[src/hw/iohr_pkg.sv]
// Constants, carriers and helpers for the I/O override and status holding registers
package iohr_pkg;

  // ----------------------------------------------------------------
  // Function codes and exception answers
  // ----------------------------------------------------------------
  localparam logic [7:0]  IOHR_FC_READ     = 8'h03;
  localparam logic [7:0]  IOHR_FC_WRITE1   = 8'h06;
  localparam logic [7:0]  IOHR_FC_WRITEN   = 8'h10;
  localparam logic [7:0]  IOHR_EXC_NONE    = 8'h00;
  localparam logic [7:0]  IOHR_EXC_FUNC    = 8'h01;
  localparam logic [7:0]  IOHR_EXC_ADDR    = 8'h02;

  // ----------------------------------------------------------------
  // Address space and register offsets
  // ----------------------------------------------------------------
  localparam logic [15:0] IOHR_SPAN_LO     = 16'h9C40;
  localparam logic [15:0] IOHR_SPAN_HI     = 16'hABDF;
  localparam logic [15:0] IOHR_GROUP_LAST  = 16'hA027;
  localparam logic [15:0] IOHR_USED_LAST   = 16'h9C52;
  localparam logic [15:0] IOHR_AI_FAULT    = 16'h9C40;
  localparam logic [15:0] IOHR_CTR_FAULT   = 16'h9C41;
  localparam logic [15:0] IOHR_FRQ_FAULT   = 16'h9C42;
  localparam logic [15:0] IOHR_AI_LOCAL    = 16'h9C43;
  localparam logic [15:0] IOHR_DI_LOCAL    = 16'h9C44;
  localparam logic [15:0] IOHR_CTR_LOCAL   = 16'h9C45;
  localparam logic [15:0] IOHR_FRQ_LOCAL   = 16'h9C46;
  localparam logic [15:0] IOHR_AI_EN       = 16'h9C47;
  localparam logic [15:0] IOHR_DI_EN       = 16'h9C48;
  localparam logic [15:0] IOHR_CTR_EN      = 16'h9C49;
  localparam logic [15:0] IOHR_FRQ_EN      = 16'h9C4A;
  localparam logic [15:0] IOHR_AO_LOCAL    = 16'h9C4B;
  localparam logic [15:0] IOHR_DO_LOCAL    = 16'h9C4C;
  localparam logic [15:0] IOHR_AO_ALARM    = 16'h9C4D;
  localparam logic [15:0] IOHR_DO_ALARM    = 16'h9C4E;
  localparam logic [15:0] IOHR_AO_COPY     = 16'h9C4F;
  localparam logic [15:0] IOHR_DO_COPY     = 16'h9C50;
  localparam logic [15:0] IOHR_AO_EN       = 16'h9C51;
  localparam logic [15:0] IOHR_DO_EN       = 16'h9C52;

  // ----------------------------------------------------------------
  // Widths and reset values
  // ----------------------------------------------------------------
  localparam int          IOHR_N_IN        = 6;
  localparam int          IOHR_N_OUT       = 4;
  localparam logic [15:0] IOHR_EN_RESET    = 16'h0000;

  // ----------------------------------------------------------------
  // Carriers
  // ----------------------------------------------------------------
  typedef struct packed {
    logic        valid;
    logic [7:0]  func;
    logic [15:0] addr;
    logic [15:0] wdata;
  } iohr_req_t;

  typedef struct packed {
    logic        valid;
    logic [7:0]  func;
    logic [15:0] addr;
    logic [15:0] data;
    logic [7:0]  exc;
  } iohr_rsp_t;

  // Bit 0 is channel one; outputs order solid-state one, two, relay one, two
  typedef struct packed {
    logic [5:0] ai_fault;
    logic [5:0] ctr_fault;
    logic [5:0] frq_fault;
    logic [5:0] ai_local;
    logic [5:0] di_local;
    logic [5:0] ctr_local;
    logic [5:0] frq_local;
    logic [3:0] ao_local;
    logic [3:0] do_local;
    logic [3:0] ao_alarm;
    logic [3:0] do_alarm;
    logic [3:0] ao_copy;
    logic [3:0] do_copy;
  } iohr_status_t;

  typedef struct packed {
    logic [5:0] ai;
    logic [5:0] di;
    logic [5:0] ctr;
    logic [5:0] frq;
    logic [3:0] ao;
    logic [3:0] dout;
  } iohr_force_t;

  // ----------------------------------------------------------------
  // Helpers
  // ----------------------------------------------------------------
  function automatic logic iohr_in_span(input logic [15:0] a);
    return (a >= IOHR_SPAN_LO) && (a <= IOHR_SPAN_HI);
  endfunction : iohr_in_span

  function automatic logic [15:0] iohr_pad6(input logic [5:0] v);
    return {10'h000, v};
  endfunction : iohr_pad6

  function automatic logic [15:0] iohr_pad4(input logic [3:0] v);
    return {12'h000, v};
  endfunction : iohr_pad4

endpackage : iohr_pkg

[src/hw/iohr_sync.sv]
// Two-flop synchroniser for the channel status levels
`timescale 1ns/1ps
`default_nettype none
module iohr_sync #(
  parameter int W = 8
) (
  input  wire logic         sys_clk,
  input  wire logic         rst,
  input  wire logic [W-1:0] async_i,
  output var  logic [W-1:0] sync_o
);

  logic [W-1:0] meta_q;

  always_ff @(posedge sys_clk) begin
    if (rst) begin
      meta_q <= '0;
      sync_o <= '0;
    end else begin
      meta_q <= async_i;
      sync_o <= meta_q;
    end
  end

endmodule : iohr_sync
`default_nettype wire

[src/hw/iohr_force_mask.sv]
// One remote override enable mask with its blocking conditions
`timescale 1ns/1ps
`default_nettype none
module iohr_force_mask #(
  parameter int W = 6
) (
  input  wire logic         sys_clk,
  input  wire logic         rst,
  input  wire logic         wr_stb,
  input  wire logic [W-1:0] wr_data,
  input  wire logic [W-1:0] block,
  output var  logic [W-1:0] en_q
);

  logic [W-1:0] en_d;

  // A blocked channel is dropped on write and on every cycle its block is high
  always_comb begin
    en_d = (wr_stb ? wr_data : en_q) & ~block;
  end

  always_ff @(posedge sys_clk) begin
    if (rst) begin
      en_q <= '0;
    end else begin
      en_q <= en_d;
    end
  end

endmodule : iohr_force_mask
`default_nettype wire

[src/hw/iohr_regs.sv]
// Holding register bank: range faults, override status and remote override masks
`timescale 1ns/1ps
`default_nettype none
module iohr_regs
  import iohr_pkg::*;
(
  input  wire logic         sys_clk,
  input  wire logic         rst,
  input  wire iohr_req_t    req_i,
  input  wire iohr_status_t status_i,
  output var  iohr_rsp_t    rsp_o,
  output var  iohr_force_t  force_o
);

  // ----------------------------------------------------------------
  // Status capture
  // ----------------------------------------------------------------
  iohr_status_t st;

  // Status levels come from the field side, so they are resynchronised
  iohr_sync #(
    .W ($bits(iohr_status_t))
  ) u_sync (
    .sys_clk (sys_clk),
    .rst     (rst),
    .async_i (status_i),
    .sync_o  (st)
  );

  // ----------------------------------------------------------------
  // Request decode
  // ----------------------------------------------------------------
  logic        fc_read;
  logic        fc_write;
  logic        in_span;
  logic [7:0]  exc_d;
  logic        wr_ok;
  logic [15:0] rd_word;

  assign fc_read  = (req_i.func == IOHR_FC_READ);
  assign fc_write = (req_i.func == IOHR_FC_WRITE1) ||
                    (req_i.func == IOHR_FC_WRITEN);
  assign in_span  = iohr_in_span(req_i.addr);

  always_comb begin
    if (!(fc_read || fc_write)) begin
      exc_d = IOHR_EXC_FUNC;
    end else if (!in_span) begin
      exc_d = IOHR_EXC_ADDR;
    end else begin
      exc_d = IOHR_EXC_NONE;
    end
  end

  // Writes reach only the mask words; any other address drops the data
  assign wr_ok = req_i.valid && fc_write && in_span;

  // ----------------------------------------------------------------
  // Remote override masks
  // ----------------------------------------------------------------
  logic [5:0] ai_en;
  logic [5:0] di_en;
  logic [5:0] ctr_en;
  logic [5:0] frq_en;
  logic [3:0] ao_en;
  logic [3:0] do_en;
  logic [3:0] ao_blk;
  logic [3:0] do_blk;

  // Outputs are also blocked by alarm and recopy, inputs by local override
  assign ao_blk = st.ao_local | st.ao_alarm | st.ao_copy;
  assign do_blk = st.do_local | st.do_alarm | st.do_copy;

  iohr_force_mask #(.W(IOHR_N_IN)) u_ai_en (
    .sys_clk (sys_clk),
    .rst     (rst),
    .wr_stb  (wr_ok && (req_i.addr == IOHR_AI_EN)),
    .wr_data (req_i.wdata[5:0]),
    .block   (st.ai_local),
    .en_q    (ai_en)
  );

  iohr_force_mask #(.W(IOHR_N_IN)) u_di_en (
    .sys_clk (sys_clk),
    .rst     (rst),
    .wr_stb  (wr_ok && (req_i.addr == IOHR_DI_EN)),
    .wr_data (req_i.wdata[5:0]),
    .block   (st.di_local),
    .en_q    (di_en)
  );

  iohr_force_mask #(.W(IOHR_N_IN)) u_ctr_en (
    .sys_clk (sys_clk),
    .rst     (rst),
    .wr_stb  (wr_ok && (req_i.addr == IOHR_CTR_EN)),
    .wr_data (req_i.wdata[5:0]),
    .block   (st.ctr_local),
    .en_q    (ctr_en)
  );

  iohr_force_mask #(.W(IOHR_N_IN)) u_frq_en (
    .sys_clk (sys_clk),
    .rst     (rst),
    .wr_stb  (wr_ok && (req_i.addr == IOHR_FRQ_EN)),
    .wr_data (req_i.wdata[5:0]),
    .block   (st.frq_local),
    .en_q    (frq_en)
  );

  iohr_force_mask #(.W(IOHR_N_OUT)) u_ao_en (
    .sys_clk (sys_clk),
    .rst     (rst),
    .wr_stb  (wr_ok && (req_i.addr == IOHR_AO_EN)),
    .wr_data (req_i.wdata[3:0]),
    .block   (ao_blk),
    .en_q    (ao_en)
  );

  iohr_force_mask #(.W(IOHR_N_OUT)) u_do_en (
    .sys_clk (sys_clk),
    .rst     (rst),
    .wr_stb  (wr_ok && (req_i.addr == IOHR_DO_EN)),
    .wr_data (req_i.wdata[3:0]),
    .block   (do_blk),
    .en_q    (do_en)
  );

  // Mask flops drive the force lines directly
  assign force_o = {ai_en,
                    di_en,
                    ctr_en,
                    frq_en,
                    ao_en,
                    do_en};

  // ----------------------------------------------------------------
  // Read multiplexer
  // ----------------------------------------------------------------
  always_comb begin
    rd_word = 16'h0000;
    case (req_i.addr)
      IOHR_AI_FAULT:  rd_word = iohr_pad6(st.ai_fault);
      IOHR_CTR_FAULT: rd_word = iohr_pad6(st.ctr_fault);
      IOHR_FRQ_FAULT: rd_word = iohr_pad6(st.frq_fault);
      IOHR_AI_LOCAL:  rd_word = iohr_pad6(st.ai_local);
      IOHR_DI_LOCAL:  rd_word = iohr_pad6(st.di_local);
      IOHR_CTR_LOCAL: rd_word = iohr_pad6(st.ctr_local);
      IOHR_FRQ_LOCAL: rd_word = iohr_pad6(st.frq_local);
      IOHR_AI_EN:     rd_word = iohr_pad6(ai_en);
      IOHR_DI_EN:     rd_word = iohr_pad6(di_en);
      IOHR_CTR_EN:    rd_word = iohr_pad6(ctr_en);
      IOHR_FRQ_EN:    rd_word = iohr_pad6(frq_en);
      IOHR_AO_LOCAL:  rd_word = iohr_pad4(st.ao_local);
      IOHR_DO_LOCAL:  rd_word = iohr_pad4(st.do_local);
      IOHR_AO_ALARM:  rd_word = iohr_pad4(st.ao_alarm);
      IOHR_DO_ALARM:  rd_word = iohr_pad4(st.do_alarm);
      IOHR_AO_COPY:   rd_word = iohr_pad4(st.ao_copy);
      IOHR_DO_COPY:   rd_word = iohr_pad4(st.do_copy);
      IOHR_AO_EN:     rd_word = iohr_pad4(ao_en);
      IOHR_DO_EN:     rd_word = iohr_pad4(do_en);
      default:        rd_word = 16'h0000;
    endcase
  end

  // ----------------------------------------------------------------
  // Answer
  // ----------------------------------------------------------------
  always_ff @(posedge sys_clk) begin
    if (rst) begin
      rsp_o <= '0;
    end else begin
      rsp_o.valid <= req_i.valid;
      rsp_o.func  <= req_i.func;
      rsp_o.addr  <= req_i.addr;
      rsp_o.exc   <= exc_d;
      // A write is echoed as taken, even to a read-only word
      if (fc_read && in_span) begin
        rsp_o.data <= rd_word;
      end else if (fc_write && in_span) begin
        rsp_o.data <= req_i.wdata;
      end else begin
        rsp_o.data <= 16'h0000;
      end
    end
  end

  // ----------------------------------------------------------------
  // Checks
  // ----------------------------------------------------------------
  logic rd_in;
  logic wr_nb_ai;
  logic wr_nb_do;
  assign rd_in    = req_i.valid && fc_read && in_span;
  assign wr_nb_ai = wr_ok && (req_i.addr == IOHR_AI_EN);
  assign wr_nb_do = wr_ok && (req_i.addr == IOHR_DO_EN);

  answer_timing_a: assert property (@(posedge sys_clk) disable iff (rst)
    req_i.valid |=> rsp_o.valid && (rsp_o.addr == $past(req_i.addr)))
    else $error("request not answered next cycle");

  bad_func_a: assert property (@(posedge sys_clk) disable iff (rst)
    (req_i.valid && !fc_read && !fc_write) |=> (rsp_o.exc == IOHR_EXC_FUNC))
    else $error("unknown function code not refused");

  span_check_a: assert property (@(posedge sys_clk) disable iff (rst)
    (req_i.valid && (fc_read || fc_write)) |=>
      ((rsp_o.exc == IOHR_EXC_ADDR) == !iohr_in_span($past(req_i.addr))))
    else $error("span decode wrong");

  unused_zero_a: assert property (@(posedge sys_clk) disable iff (rst)
    (rd_in && (req_i.addr > IOHR_USED_LAST)) |=> (rsp_o.data == 16'h0000))
    else $error("unused word reads non-zero");

  ai_fault_read_a: assert property (@(posedge sys_clk) disable iff (rst)
    (rd_in && (req_i.addr == IOHR_AI_FAULT)) |=>
      (rsp_o.data == {10'h000, $past(st.ai_fault)}))
    else $error("analog fault word wrong");

  ctr_fault_read_a: assert property (@(posedge sys_clk) disable iff (rst)
    (rd_in && (req_i.addr == IOHR_CTR_FAULT)) |=>
      (rsp_o.data == {10'h000, $past(st.ctr_fault)}))
    else $error("counter fault word wrong");

  do_local_read_a: assert property (@(posedge sys_clk) disable iff (rst)
    (rd_in && (req_i.addr == IOHR_DO_LOCAL)) |=>
      (rsp_o.data == {12'h000, $past(st.do_local)}))
    else $error("digital output local word wrong");

  ai_mask_write_a: assert property (@(posedge sys_clk) disable iff (rst)
    wr_nb_ai |=> (ai_en == ($past(req_i.wdata[5:0]) & ~$past(st.ai_local))))
    else $error("analog input mask not written");

  do_mask_write_a: assert property (@(posedge sys_clk) disable iff (rst)
    wr_nb_do |=> (do_en == ($past(req_i.wdata[3:0]) & ~$past(do_blk))))
    else $error("digital output mask not written");

  out_block_a: assert property (@(posedge sys_clk) disable iff (rst)
    (ao_blk != 4'h0) |=> ((ao_en & $past(ao_blk)) == 4'h0))
    else $error("blocked analog output still forced");

  in_clear_a: assert property (@(posedge sys_clk) disable iff (rst)
    (($past(di_en) & st.di_local) != 6'h00) |=> ((di_en & $past(st.di_local)) == 6'h00))
    else $error("digital input force not cleared");

  ro_ignore_a: assert property (@(posedge sys_clk) disable iff (rst)
    (wr_ok && (req_i.addr != IOHR_AI_EN) && (st.ai_local == 6'h00)) ##1
      (st.ai_local == 6'h00) |-> (ai_en == $past(ai_en)))
    else $error("mask changed by foreign write");

  frq_fault_read_a: assert property (@(posedge sys_clk) disable iff (rst)
    (rd_in && (req_i.addr == IOHR_FRQ_FAULT)) |=>
      (rsp_o.data == {10'h000, $past(st.frq_fault)}))
    else $error("frequency fault word wrong");

  ai_local_read_a: assert property (@(posedge sys_clk) disable iff (rst)
    (rd_in && (req_i.addr == IOHR_AI_LOCAL)) |=>
      (rsp_o.data == {10'h000, $past(st.ai_local)}))
    else $error("analog input local word wrong");

  di_local_read_a: assert property (@(posedge sys_clk) disable iff (rst)
    (rd_in && (req_i.addr == IOHR_DI_LOCAL)) |=>
      (rsp_o.data == {10'h000, $past(st.di_local)}))
    else $error("digital input local word wrong");

  ctr_local_read_a: assert property (@(posedge sys_clk) disable iff (rst)
    (rd_in && (req_i.addr == IOHR_CTR_LOCAL)) |=>
      (rsp_o.data == {10'h000, $past(st.ctr_local)}))
    else $error("counter input local word wrong");

  frq_local_read_a: assert property (@(posedge sys_clk) disable iff (rst)
    (rd_in && (req_i.addr == IOHR_FRQ_LOCAL)) |=>
      (rsp_o.data == {10'h000, $past(st.frq_local)}))
    else $error("frequency input local word wrong");

  ao_local_read_a: assert property (@(posedge sys_clk) disable iff (rst)
    (rd_in && (req_i.addr == IOHR_AO_LOCAL)) |=>
      (rsp_o.data == {12'h000, $past(st.ao_local)}))
    else $error("analog output local word wrong");

  ao_alarm_read_a: assert property (@(posedge sys_clk) disable iff (rst)
    (rd_in && (req_i.addr == IOHR_AO_ALARM)) |=>
      (rsp_o.data == {12'h000, $past(st.ao_alarm)}))
    else $error("analog output alarm word wrong");

  do_alarm_read_a: assert property (@(posedge sys_clk) disable iff (rst)
    (rd_in && (req_i.addr == IOHR_DO_ALARM)) |=>
      (rsp_o.data == {12'h000, $past(st.do_alarm)}))
    else $error("digital output alarm word wrong");

  ao_copy_read_a: assert property (@(posedge sys_clk) disable iff (rst)
    (rd_in && (req_i.addr == IOHR_AO_COPY)) |=>
      (rsp_o.data == {12'h000, $past(st.ao_copy)}))
    else $error("analog output recopy word wrong");

  do_copy_read_a: assert property (@(posedge sys_clk) disable iff (rst)
    (rd_in && (req_i.addr == IOHR_DO_COPY)) |=>
      (rsp_o.data == {12'h000, $past(st.do_copy)}))
    else $error("digital output recopy word wrong");

  ctr_mask_read_a: assert property (@(posedge sys_clk) disable iff (rst)
    (rd_in && (req_i.addr == IOHR_CTR_EN)) |=>
      (rsp_o.data == {10'h000, $past(ctr_en)}))
    else $error("counter input mask reads wrong");

  refused_data_a: assert property (@(posedge sys_clk) disable iff (rst)
    (req_i.valid && (exc_d != IOHR_EXC_NONE)) |=> (rsp_o.data == 16'h0000))
    else $error("refused request returns data");

  write_echo_a: assert property (@(posedge sys_clk) disable iff (rst)
    (req_i.valid && fc_write && in_span) |=>
      (rsp_o.data == $past(req_i.wdata)))
    else $error("write data not echoed");

  di_mask_write_a: assert property (@(posedge sys_clk) disable iff (rst)
    (wr_ok && (req_i.addr == IOHR_DI_EN)) |=>
      (di_en == ($past(req_i.wdata[5:0]) & ~$past(st.di_local))))
    else $error("digital input mask not written");

  ao_mask_write_a: assert property (@(posedge sys_clk) disable iff (rst)
    (wr_ok && (req_i.addr == IOHR_AO_EN)) |=>
      (ao_en == ($past(req_i.wdata[3:0]) & ~$past(ao_blk))))
    else $error("analog output mask not written");

  in_block_a: assert property (@(posedge sys_clk) disable iff (rst)
    (st.ai_local != 6'h00) |=> ((ai_en & $past(st.ai_local)) == 6'h00))
    else $error("blocked analog input still forced");

  out_clear_a: assert property (@(posedge sys_clk) disable iff (rst)
    (($past(do_en) & do_blk) != 4'h0) |=> ((do_en & $past(do_blk)) == 4'h0))
    else $error("digital output force not cleared");

endmodule : iohr_regs
`default_nettype wire

[config.mk]
export PLATFORM = sky130hd
export DESIGN_NAME = iohr_regs
export DESIGN_NICKNAME = d
export VERILOG_FILES = /design/src/hw/iohr_pkg.sv /design/src/hw/iohr_sync.sv /design/src/hw/iohr_force_mask.sv /design/src/hw/iohr_regs.sv
export SDC_FILE = /design/constraint.sdc
export NUM_CORES = 1
export LEC_CHECK = 0
export BUFFER_PORTS_ARGS = -buffer_cell sky130_fd_sc_hd__buf_2
export CORE_UTILIZATION = 52
export CTS_CLUSTER_SIZE = 20
export DETAILED_ROUTE_END_ITERATION = 7
export PLACE_DENSITY = 0.79
export SETUP_SLACK_MARGIN = 0.2
export SYNTH_ARGS = -nofsm -noshare
export SYNTH_HDL_FRONTEND = slang
export SYNTH_SLANG_ARGS = --single-unit
[constraint.sdc]
create_clock -name sys_clk -period 2.68 [get_ports sys_clk]
set_clock_uncertainty 0.2 [all_clocks]
set_input_delay 0.268 -clock sys_clk [delete_from_list [all_inputs] [get_ports sys_clk]]
set_output_delay 0.268 -clock sys_clk [all_outputs]
set_load 0.01 [all_outputs]
# Yosys cells after proc, flatten, opt, wreduce, memory -nomap -nowiden
# Index checks and enable logic that the tools add are counted.
[totals]
ff_bits = 207
output_inout_bits = 81
[op_classes]
n_bitwise = 17
eq_ne = 22
mux = 11
reduce_logical = 14
order_cmp = 2
[op_table]
columns = ["op", "count"]
rows = [
  ["$eq 16x16->1 const B", 19],
  ["$pmux 6 s19", 1],
  ["$mux 16", 2],
  ["$and 6x6->6", 4],
  ["$mux 6", 4],
  ["$not 6->6", 4],
  ["$ge 16x16->1 const B", 1],
  ["$le 16x16->1 const B", 1],
  ["$or 4x4->4", 4],
  ["$logic_and 1x1->1", 11],
  ["$and 4x4->4", 2],
  ["$eq 8x2->1 const B", 1],
  ["$eq 8x3->1 const B", 1],
  ["$eq 8x5->1 const B", 1],
  ["$mux 4", 2],
  ["$not 4->4", 2],
  ["$logic_or 1x1->1", 2],
  ["$mux 2", 1],
  ["$reduce_or 2->1", 1],
  ["$mux 1", 1],
  ["$not 1->1", 1],
]

# Longest topological paths before layout
# Gate-level depths: netlist (run 1).
[depth]
word_depth = 7
ltp_mapped = 8
ltp_nobuf = 6

# By module
# Synthesis (run 1) repeated with hierarchy kept, for this count alone.
[unflattened]
cells_unflattened = 670
area_unflattened_um2 = 7269.5
[by_module_without_submodules]
columns = ["mod", "cells_each", "n_inst", "seq_area_each_um2", "area_per_inst_um2"]
rows = [
  ["iohr_sync", 278, 1, 2642.5, 3558.4],
  ["iohr_regs", 290, 1, 860.8, 2534.9],
  ["iohr_force_mask (u_ai_en ...)", 19, 4, 120.1, 221.5],
  ["iohr_force_mask (u_ao_en ...)", 13, 2, 80.1, 145.1],
]

# Worst setup path after synthesis (run 1)
# Ideal clock, no wire load.
[synth_timing]
path_type = "input to register"
from = "in req_i[23] (netlist name)"
to = "reg u_ai_en.en_q[0]"
arrival_ps = 1970
cell_stages = 6
path_buffers = 1
path_slack_ps = 377
cell_sequence = "or4b_4 > buf_6 > or4_4 > nor2_8 > mux2i_1 > nor3_2"
[synth_between]
elab_chain_len = 6
elab_cells_between_ends = 8
cone_classes = "order compare (2); eq/ne (1); mux (1); bitwise (1); reduce/logical (3)"
[synth_lines]
columns = ["item", "line_no", "rtl"]
rows = [
  ["start: declaration", "iohr_regs.sv:9", "input wire iohr_req_t req_i,"],
  ["$ge 16x16->1 / $le 16x16->1 (equally long branches)", "iohr_pkg.sv:96", "return (a >= IOHR_SPAN_LO) && (a <= IOHR_SPAN_HI);"],
  ["$logic_and 1x1->1", "iohr_pkg.sv:96", ""],
  ["$logic_and 1x1->1", "iohr_regs.sv:56", "assign wr_ok = req_i.valid && fc_write && in_span;"],
  ["$logic_and 1x1->1 (*)", "--", ""],
  ["$mux 6 (*)", "iohr_force_mask.sv:19", "en_d = (wr_stb ? wr_data : en_q) & ~block;"],
  ["$and 6x6->6 (*)", "iohr_force_mask.sv:19", ""],
  ["end signal: assignment", "iohr_force_mask.sv:26", "en_q <= en_d;"],
  ["end: declaration", "iohr_force_mask.sv:12", "output var logic [W-1:0] en_q"],
]
# Every way passes the cells marked *; elsewhere a longest branch is shown, timed or not.
# A chain may end at the register's enable or synchronous reset.

# Final worst setup path (run 1)
[layout_timing]
from = "in req_i[29] (netlist name)"
to = "reg u_do_en.en_q[3]"
[layout_between]
elab_chain_len = 6
elab_cells_between_ends = 8
cone_classes = "order compare (2); eq/ne (1); mux (1); bitwise (1); reduce/logical (3)"
[layout_lines]
columns = ["item", "line_no"]
rows = [
  ["$ge 16x16->1 / $le 16x16->1 (equally long branches)", "iohr_pkg.sv:96"],
  ["$logic_and 1x1->1", "iohr_pkg.sv:96"],
  ["$logic_and 1x1->1", "iohr_regs.sv:56"],
  ["$logic_and 1x1->1 (*)", "--"],
  ["$mux 4 (*)", "iohr_force_mask.sv:19"],
  ["$and 4x4->4 (*)", "iohr_force_mask.sv:19"],
  ["end signal: assignment", "iohr_force_mask.sv:26"],
  ["end: declaration", "iohr_force_mask.sv:12"],
]
# Marks and branches as above.

==> reports/results.ini, run 1 <==
[outcome]
outcome=finished, violations left
violations=hold timing

[timing]
hold_viol=1
whs_ns=-0.00177
post-route-period-util_pct=87.3
rsz0062_at_grt=yes
fin_ws_ns=0.339
period_minus_slack_ns=2.34
worst_pin_slew_ns=0.614
timing.fmax_mhz=427
drv_slew=0
maxSlewHeadroom_pct=58.7
setup-tns-final_ns=0
finalSetupViolations=0

[power]
p_per_area_nw_per_um2=627
leakagePower_nw=4.33
peakVddDrop_uv=539

[placement]
dpl_cell_area_um2=8550
port-buffer-count=183
place_worst_setup_slack_ns=0.124
hpwl_um=13700
place.gp.congestion=0.924

[logic_synthesis]
ys_ff_latch=207
syn_avg_cell_area_um2=10.9
synth_compound_area_share_pct=5.20
synthTopCellsByCount=dfxtp_1 (207), nor2b_1 (162), mux2i_1 (41), clkbuf_1 (28), nand2_1 (22)
synth_edf_count=0
muxShareOfSynthArea_pct=7.40
async_flop_share_pct=0
syn_area_um2=7370
yosysTopAreaCell=dfxtp_1
synth_xor_area_share_pct=0
yosysMostFrequentCell=dfxtp_1
netlist_top_cells_area=dfxtp_1 (56%), nor2b_1 (14%), mux2i_1 (5.6%), nor3_2 (2.0%), nor4_1 (1.7%)
yosys.area_share.simple_pct=27.6
yosys.area_share.adder_pct=0
synth_top_family_by_area=simple AND/OR/NAND/NOR gates
ys_seq_area_share_pct=56.3
yosysWarnings=0
ys.flop_type=dfxtp_1
synth_top_area_share_pct=56.3
synth_cell_type_count=54
syn-instance-count=677

[clock_network]
clk_latency_ns=0.49
cts_root_buffer=clkbuf_16
cts_buffers=20
cts_sinks=207
clockBufferDepth=3
tritoncts=done
htreeDepth=1
clkTransAtPathRegs_ns=0.07

[die]
start_util_pct=53.3
rows=43
die_y_um=121
ios=190
die_w_um=121
fp.coreArea_um2=13800
dieArea_um2=14600

[detailed_routing]
vias_per_cell=5.19
wl_um=21100
dr.pass1.iters=5
vias=6066
drt_iter0_drc=365
drcViolationCount=0
ant_nets=0
post_drt_wl_per_cell_um=18.0

[grt]
grt_max_degree=99
grt_pass1_wl_um=31600
grt-ovfl-total=0
grt_pass1_vias=6101
antenna_found_initial=0
gr-usage-all-layers_pct=28.4

[cells_and_area]
stdcell_area_um2=10300
postLayoutCoreUtil_pct=74.6
final_nets=1086
layout-drive-gt1-share_pct=28.8
antennaDiodeCount=0
area_delta_synth_final_pct=40.0

[critical_path]
worst_setup_path_start_kind=primary input
setup.worst_path.end_class=register
required_ns=2.86
critical_path_arrival_ns=2.52
path_max_fanout=24
crit_type=primary input to register

[worst_hold_path]
hp-class=primary input to register

[flow_run]
max-cap-violations=0

metal layers:
metal,up-vias,part of all wire [%],global-route usage (%),wire [µm]
met2,235,51,51.9,10700
met3,39,6.5,5.97,1360
met5,-,0,0,0
met4,0,2.9,9.26,616
li1,2917,-,-,-
met1,2875,40,32.7,8430
placed cells by master, fill, tap and decap left out, types with 3 or more instances in the layout:
cell type      count
nor3_1            15
mux4_2             5
nor4_1            18
buf_4             26
nand3_1            4
nand2_1           21
buf_12             4
o21ai_1            3
clkbuf_16         21
inv_1              4
dfxtp_1          207
or4_1             11
mux2i_1           41
o21ai_0           13
buf_2            182
dlygate4sd3_1    108
a22oi_1           14
o211ai_1           3
nor2_1            19
nor3_4             3
nor3_2            15
nor4_2             6
conb_1             6
a21oi_1            6
clkinv_2           6
nor2b_1          162
nand3b_1           4
nand4_1            5
and2_1            11
area by class of cell:
type	count	area [µm²]
Sequential cell	207	4140
Fill cell	929	3510
Multi-Input combinational cell	422	3010
Timing Repair Buffer	321	2280
Clock buffer	25	561
Tap cell	180	225
Clock inverter	9	76.3
Inverter	5	18.8
critical path, stage by stage:
cell and delay, ns:
dlygate4sd3_1 0.54, buf_2 0.16, nand4bb_1 0.26, buf_12 0.21
nor4_2 0.28, buf_4 0.19, nor2b_1 0.19, buf_4 0.18
mux2i_1 0.20, nor2_1 0.05
flip-flops by register name, indices dropped and copies added, names as in the netlist:
| register | count |
|---|---|
| u_ctr_en.en_q | 6 |
| u_ai_en.en_q | 6 |
| u_di_en.en_q | 6 |
| rsp_o | 43 |
| u_sync.meta_q | 66 |
| u_sync.sync_o | 66 |
| u_do_en.en_q | 4 |
| u_ao_en.en_q | 4 |
| u_frq_en.en_q | 6 |
repair_timing:
item                                    CTS  global route
buffers inserted                          0             1
hold buffers                            108             0
endpoints found under the setup margin    0            38
endpoints found under the hold margin   124             0
resized for setup                         0             7
report_power, final:
part           total [mW]  internal [mW]  switching [mW]
logic               0.498          0.274           0.224
clock network        2.73           1.58            1.15
registers            3.23           3.19          0.0429
total                6.46           5.04            1.42
cells by family (layout without fill, tap and decap cells):
family | Yosys count | count (layout)
AOI/OAI and AO/OA | 56 | 56
buffers and inverters | 53 | 360
DFF | 207 | 207
muxes | 48 | 48
other | 1 | 6
and+or+nand+nor | 312 | 312
worst paths after layout:
check / to / slack (ns) / from / depth (start not counted)
max: u_do_en.en_q[3] / 0.34 / req_i[29] / 10
min: rsp_o[44] / -0.002 / rst / 2
max reg2reg: rsp_o[11] / 0.76 / u_ctr_en.en_q[3] / 6
min reg2reg: u_di_en.en_q[2] / 0.22 / u_sync.sync_o[38] / 1
through the flow:
stage               total power [mW]  std cells
floorplan                       3.49        682
global placement                3.65       1026
detailed placement              3.66       1026
CTS                             6.48       1168
global route                    6.70       1169
finish                          6.46       1169
Power figures use the tool's default switching activity.
==> run 2: changes to the inputs <==
--- a/config.mk
+++ b/config.mk
@@ -13,4 +13,5 @@
 export SETUP_SLACK_MARGIN = 0.2
 export SYNTH_ARGS = -nofsm -noshare
 export SYNTH_HDL_FRONTEND = slang
+export SYNTH_HIERARCHICAL = 1
 export SYNTH_SLANG_ARGS = --single-unit
==> run 2 against run 1 <==
  * The run now ends clean
  * Fmax decreased by 4.1%
  * Utilization increased by 1.2 points
  * Non-clock buffer count increased by 7
  * Largest cell class unchanged
  * Cell area decreased by 1.2%
  * Clock-buffer cell count increased by 3
  * Worst setup slack got worse by 0.10 ns
  * Highest routed layer unchanged
  * Critical path depth decreased by 3
==> reports/results.ini, run 2 <==
[critical_path]
crit_path_start=req_i[16]  ; was req_i[29]
r2r_cells=6  ; unchanged
r2r_slack_ns=0.69  ; was 0.76 ns
setup.worst_path.end_class=register  ; unchanged
required_ns=2.92  ; was 2.86 ns
path_max_fanout=16  ; was 24
worst_setup_path_start_kind=primary input  ; unchanged
critical_path_arrival_ns=2.68  ; was 2.52 ns
r2r-start=u_sync/sync_o[42]  ; was u_ctr_en.en_q[3]
crit_type=primary input to register  ; unchanged
reg2reg_to=rsp_o[8]  ; was rsp_o[11]

[logic_synthesis]
yosysMostFrequentCell=dfxtp_1  ; unchanged
syn_area_um2=7270  ; was 7370 µm²
synthTopCellsByCount=dfxtp_1 (207), nor2b_1 (166), mux2i_1 (49), nor3_1 (37), nor2_1 (19)  ; was dfxtp_1 (207), nor2b_1 (162), mux2i_1 (41), clkbuf_1 (28), nand2_1 (22)
yosysWarnings=6  ; was 0
yosysTopAreaCell=dfxtp_1  ; unchanged
ys_seq_area_share_pct=57.0  ; was 56.3%
synth_edf_count=0  ; unchanged
syn-instance-count=670  ; was 677
async_flop_share_pct=0  ; unchanged
ys_ff_latch=207  ; unchanged
netlist_top_cells_area=dfxtp_1 (57%), nor2b_1 (14%), mux2i_1 (6.7%), nor3_1 (2.5%), buf_4 (1.4%)  ; was dfxtp_1 (56%), nor2b_1 (14%), mux2i_1 (5.6%), nor3_2 (2.0%), nor4_1 (1.7%)
syn_avg_cell_area_um2=10.8  ; was 10.9 µm²
synth_top_area_share_pct=57.0  ; was 56.3%
synth_cell_type_count=53  ; was 54
ys.flop_type=dfxtp_1  ; unchanged

[timing]
finalSetupViolations=0  ; unchanged
post-route-period-util_pct=91.1  ; was 87.3%
hold_viol=0  ; was 1
worst_pin_slew_ns=1.08  ; was 0.614 ns
timing.fmax_mhz=410  ; was 427 MHz
maxSlewHeadroom_pct=26.8  ; was 58.7%
period_minus_slack_ns=2.44  ; was 2.34 ns
setup-tns-final_ns=0  ; unchanged
rsz0062_at_grt=yes  ; unchanged
drv_slew=0  ; unchanged

[cells_and_area]
final_cells=1170  ; was 1169
area_delta_synth_final_pct=40.2  ; was 40.0%
final_nets=1090  ; was 1086
mostFrequentLayoutCell=dfxtp_1  ; unchanged
reg_top3=u_sync/meta_q: 66 flops, u_sync/sync_o: 66 flops, rsp_o: 43 flops  ; was u_sync.meta_q: 66 flops, u_sync.sync_o: 66 flops, rsp_o: 43 flops
layout-drive-gt1-share_pct=26.8  ; was 28.8%
final_cell_mix=dfxtp_1 (207), buf_2 (181), nor2b_1 (165)  ; was dfxtp_1 (207), buf_2 (182), nor2b_1 (162)

[die]
die_y_um=120  ; was 121 µm
start_util_pct=54.0  ; was 53.3%
ios=190  ; unchanged
fp.coreArea_um2=13500  ; was 13800 µm²
rows=42  ; was 43
die_w_um=120  ; was 121 µm
dieArea_um2=14500  ; was 14600 µm²

[clock_network]
cts_root_buffer=clkbuf_16  ; unchanged
htreeDepth=1  ; unchanged
tritoncts=done  ; unchanged
clk_latency_ns=0.50  ; was 0.49 ns
cts_sinks=207  ; unchanged
clkTransAtPathRegs_ns=0.06  ; was 0.07 ns
clockBufferDepth=3  ; unchanged
cts_buffers=21  ; was 20

[detailed_routing]
dr.pass1.iters=5  ; unchanged
post_drt_wl_per_cell_um=20.2  ; was 18.0 µm
ant_nets=0  ; unchanged
vias_per_cell=5.33  ; was 5.19
wl_um=23600  ; was 21100 µm
drt_iter0_drc=457  ; was 365
drcViolationCount=0  ; unchanged
vias=6232  ; was 6066

[power]
leakagePower_nw=4.36  ; was 4.33 nW
p_per_area_nw_per_um2=644  ; was 627 nW/µm²
peakVddDrop_uv=559  ; was 539 µV

[worst_hold_path]
hp-class=primary input to register  ; unchanged
hold_end=rsp_o[25]  ; was rsp_o[44]
min_delay_path_depth=2  ; unchanged
hp-start=req_i[17]  ; was rst

[grt]
gr-usage-all-layers_pct=32.5  ; was 28.4%
grt_pass1_vias=6254  ; was 6101
grt_max_degree=107  ; was 99
antenna_found_initial=1  ; was 0
grt-ovfl-total=0  ; unchanged
grt_pass1_wl_um=35300  ; was 31600 µm

[placement]
place.gp.congestion=0.927  ; was 0.924
dpl.cell_count=1023  ; was 1026
hpwl_um=15000  ; was 13700 µm
port-buffer-count=183  ; unchanged

[flow_run]
max-cap-violations=0  ; unchanged

[outcome]
outcome=complete, no violations  ; was finished, violations left

[run 2: cell types whose count changed in the layout (fill, tap and decap cells not counted), sizes merged, moves of 7 or more]
| cell | previous run | this run |
|---|---|---|
| mux2i | 41 | 49 |
| nand2 | 22 | 12 |
| nand3 | 4 | 11 |
| nor4 | 25 | 3 |
| o21ai | 16 | 5 |
| or4 | 12 | 2 |
[run 2: worst max-delay path, stage by stage]
cell and delay (ns):
dlygate4sd3_1 0.54, clkbuf_4 0.23, or4_1 0.62, o32ai_1 0.50, a21oi_1 0.08, o211ai_1 0.24, a22o_1 0.19
[run 2: stage by stage]
stage | worst slack [ns] | utilization, % | hold slack [ns] | power [mW] | area [µm²]
floorplan | 0.525 | - | 0.140 | 3.49 | 7290
global placement | 0.0586 | 62.4 | 0.215 | 3.66 | 8400
detailed placement | -0.0957 | 62.4 | 0.213 | 3.68 | 8400
CTS | 0.263 | 75.4 | 0.000554 | 6.55 | 10100
global route | 0.176 | 75.8 | 0.0200 | 6.77 | 10200
finish | 0.239 | 75.8 | 0.00859 | 6.57 | 10200
[run 2: layout make-up]
type,count,area [µm²]
diodes,1,2.50
flip-flops and latches,207,4140
repair buffers,328,2290
clock inverters,7,70.1
fillers,889,3260
inverters,1,3.75
well taps,176,220
clock buffers,28,592
multi-input cells,422,2880
[run 2: kinds of logic (layout without fill, tap and decap cells)]
family | count (synthesis) | in the layout | synth area share [%]
multiplexers | 56 | 56 | 8.14
flip-flops | 207 | 207 | 57.0
other | 1 | 7 | 0.0516
AO/OA/AOI/OAI | 60 | 60 | 5.97
buffers and inverters | 46 | 364 | 4.11
AND/OR/NAND/NOR | 300 | 300 | 24.7
[run 2: how the worst max path moves through the flow]
stage | end | cells past startpoint | slack (ns)
2_1_floorplan | u_ctr_en/en_q[0] | 9 | 0.53
3_3_place_gp | u_ai_en/en_q[5] | 9 | 0.06
3_5_place_dp | rsp_o[10] | 7 | -0.1
4_1_cts | rsp_o[12] | 8 | 0.26
5_1_grt | u_ai_en/en_q[5] | 11 | 0.18
6_report | rsp_o[9] | 7 | 0.24
[run 2: report_power, final]
group          internal (mW)  switching (mW)
combinational          0.281           0.239
clock                   1.65            1.16
sequential              3.19          0.0470
[run 2: metal layers]
metal  vias up  share of wire (%)  track usage (%)
li1       2900                  -                -
met1      2965                 40             39.8
met2       312                 50             58.5
met3        55                6.8             5.14
met4         0                2.9             9.95
met5         -                  0                0
[run 2: what timing repair did]
item                       in CTS  in global routing
hold endpoints to repair      127                  0
setup endpoints to repair       0                 20
resized for setup               0                  6
buffers inserted                0                  2
hold buffers                  109                  0
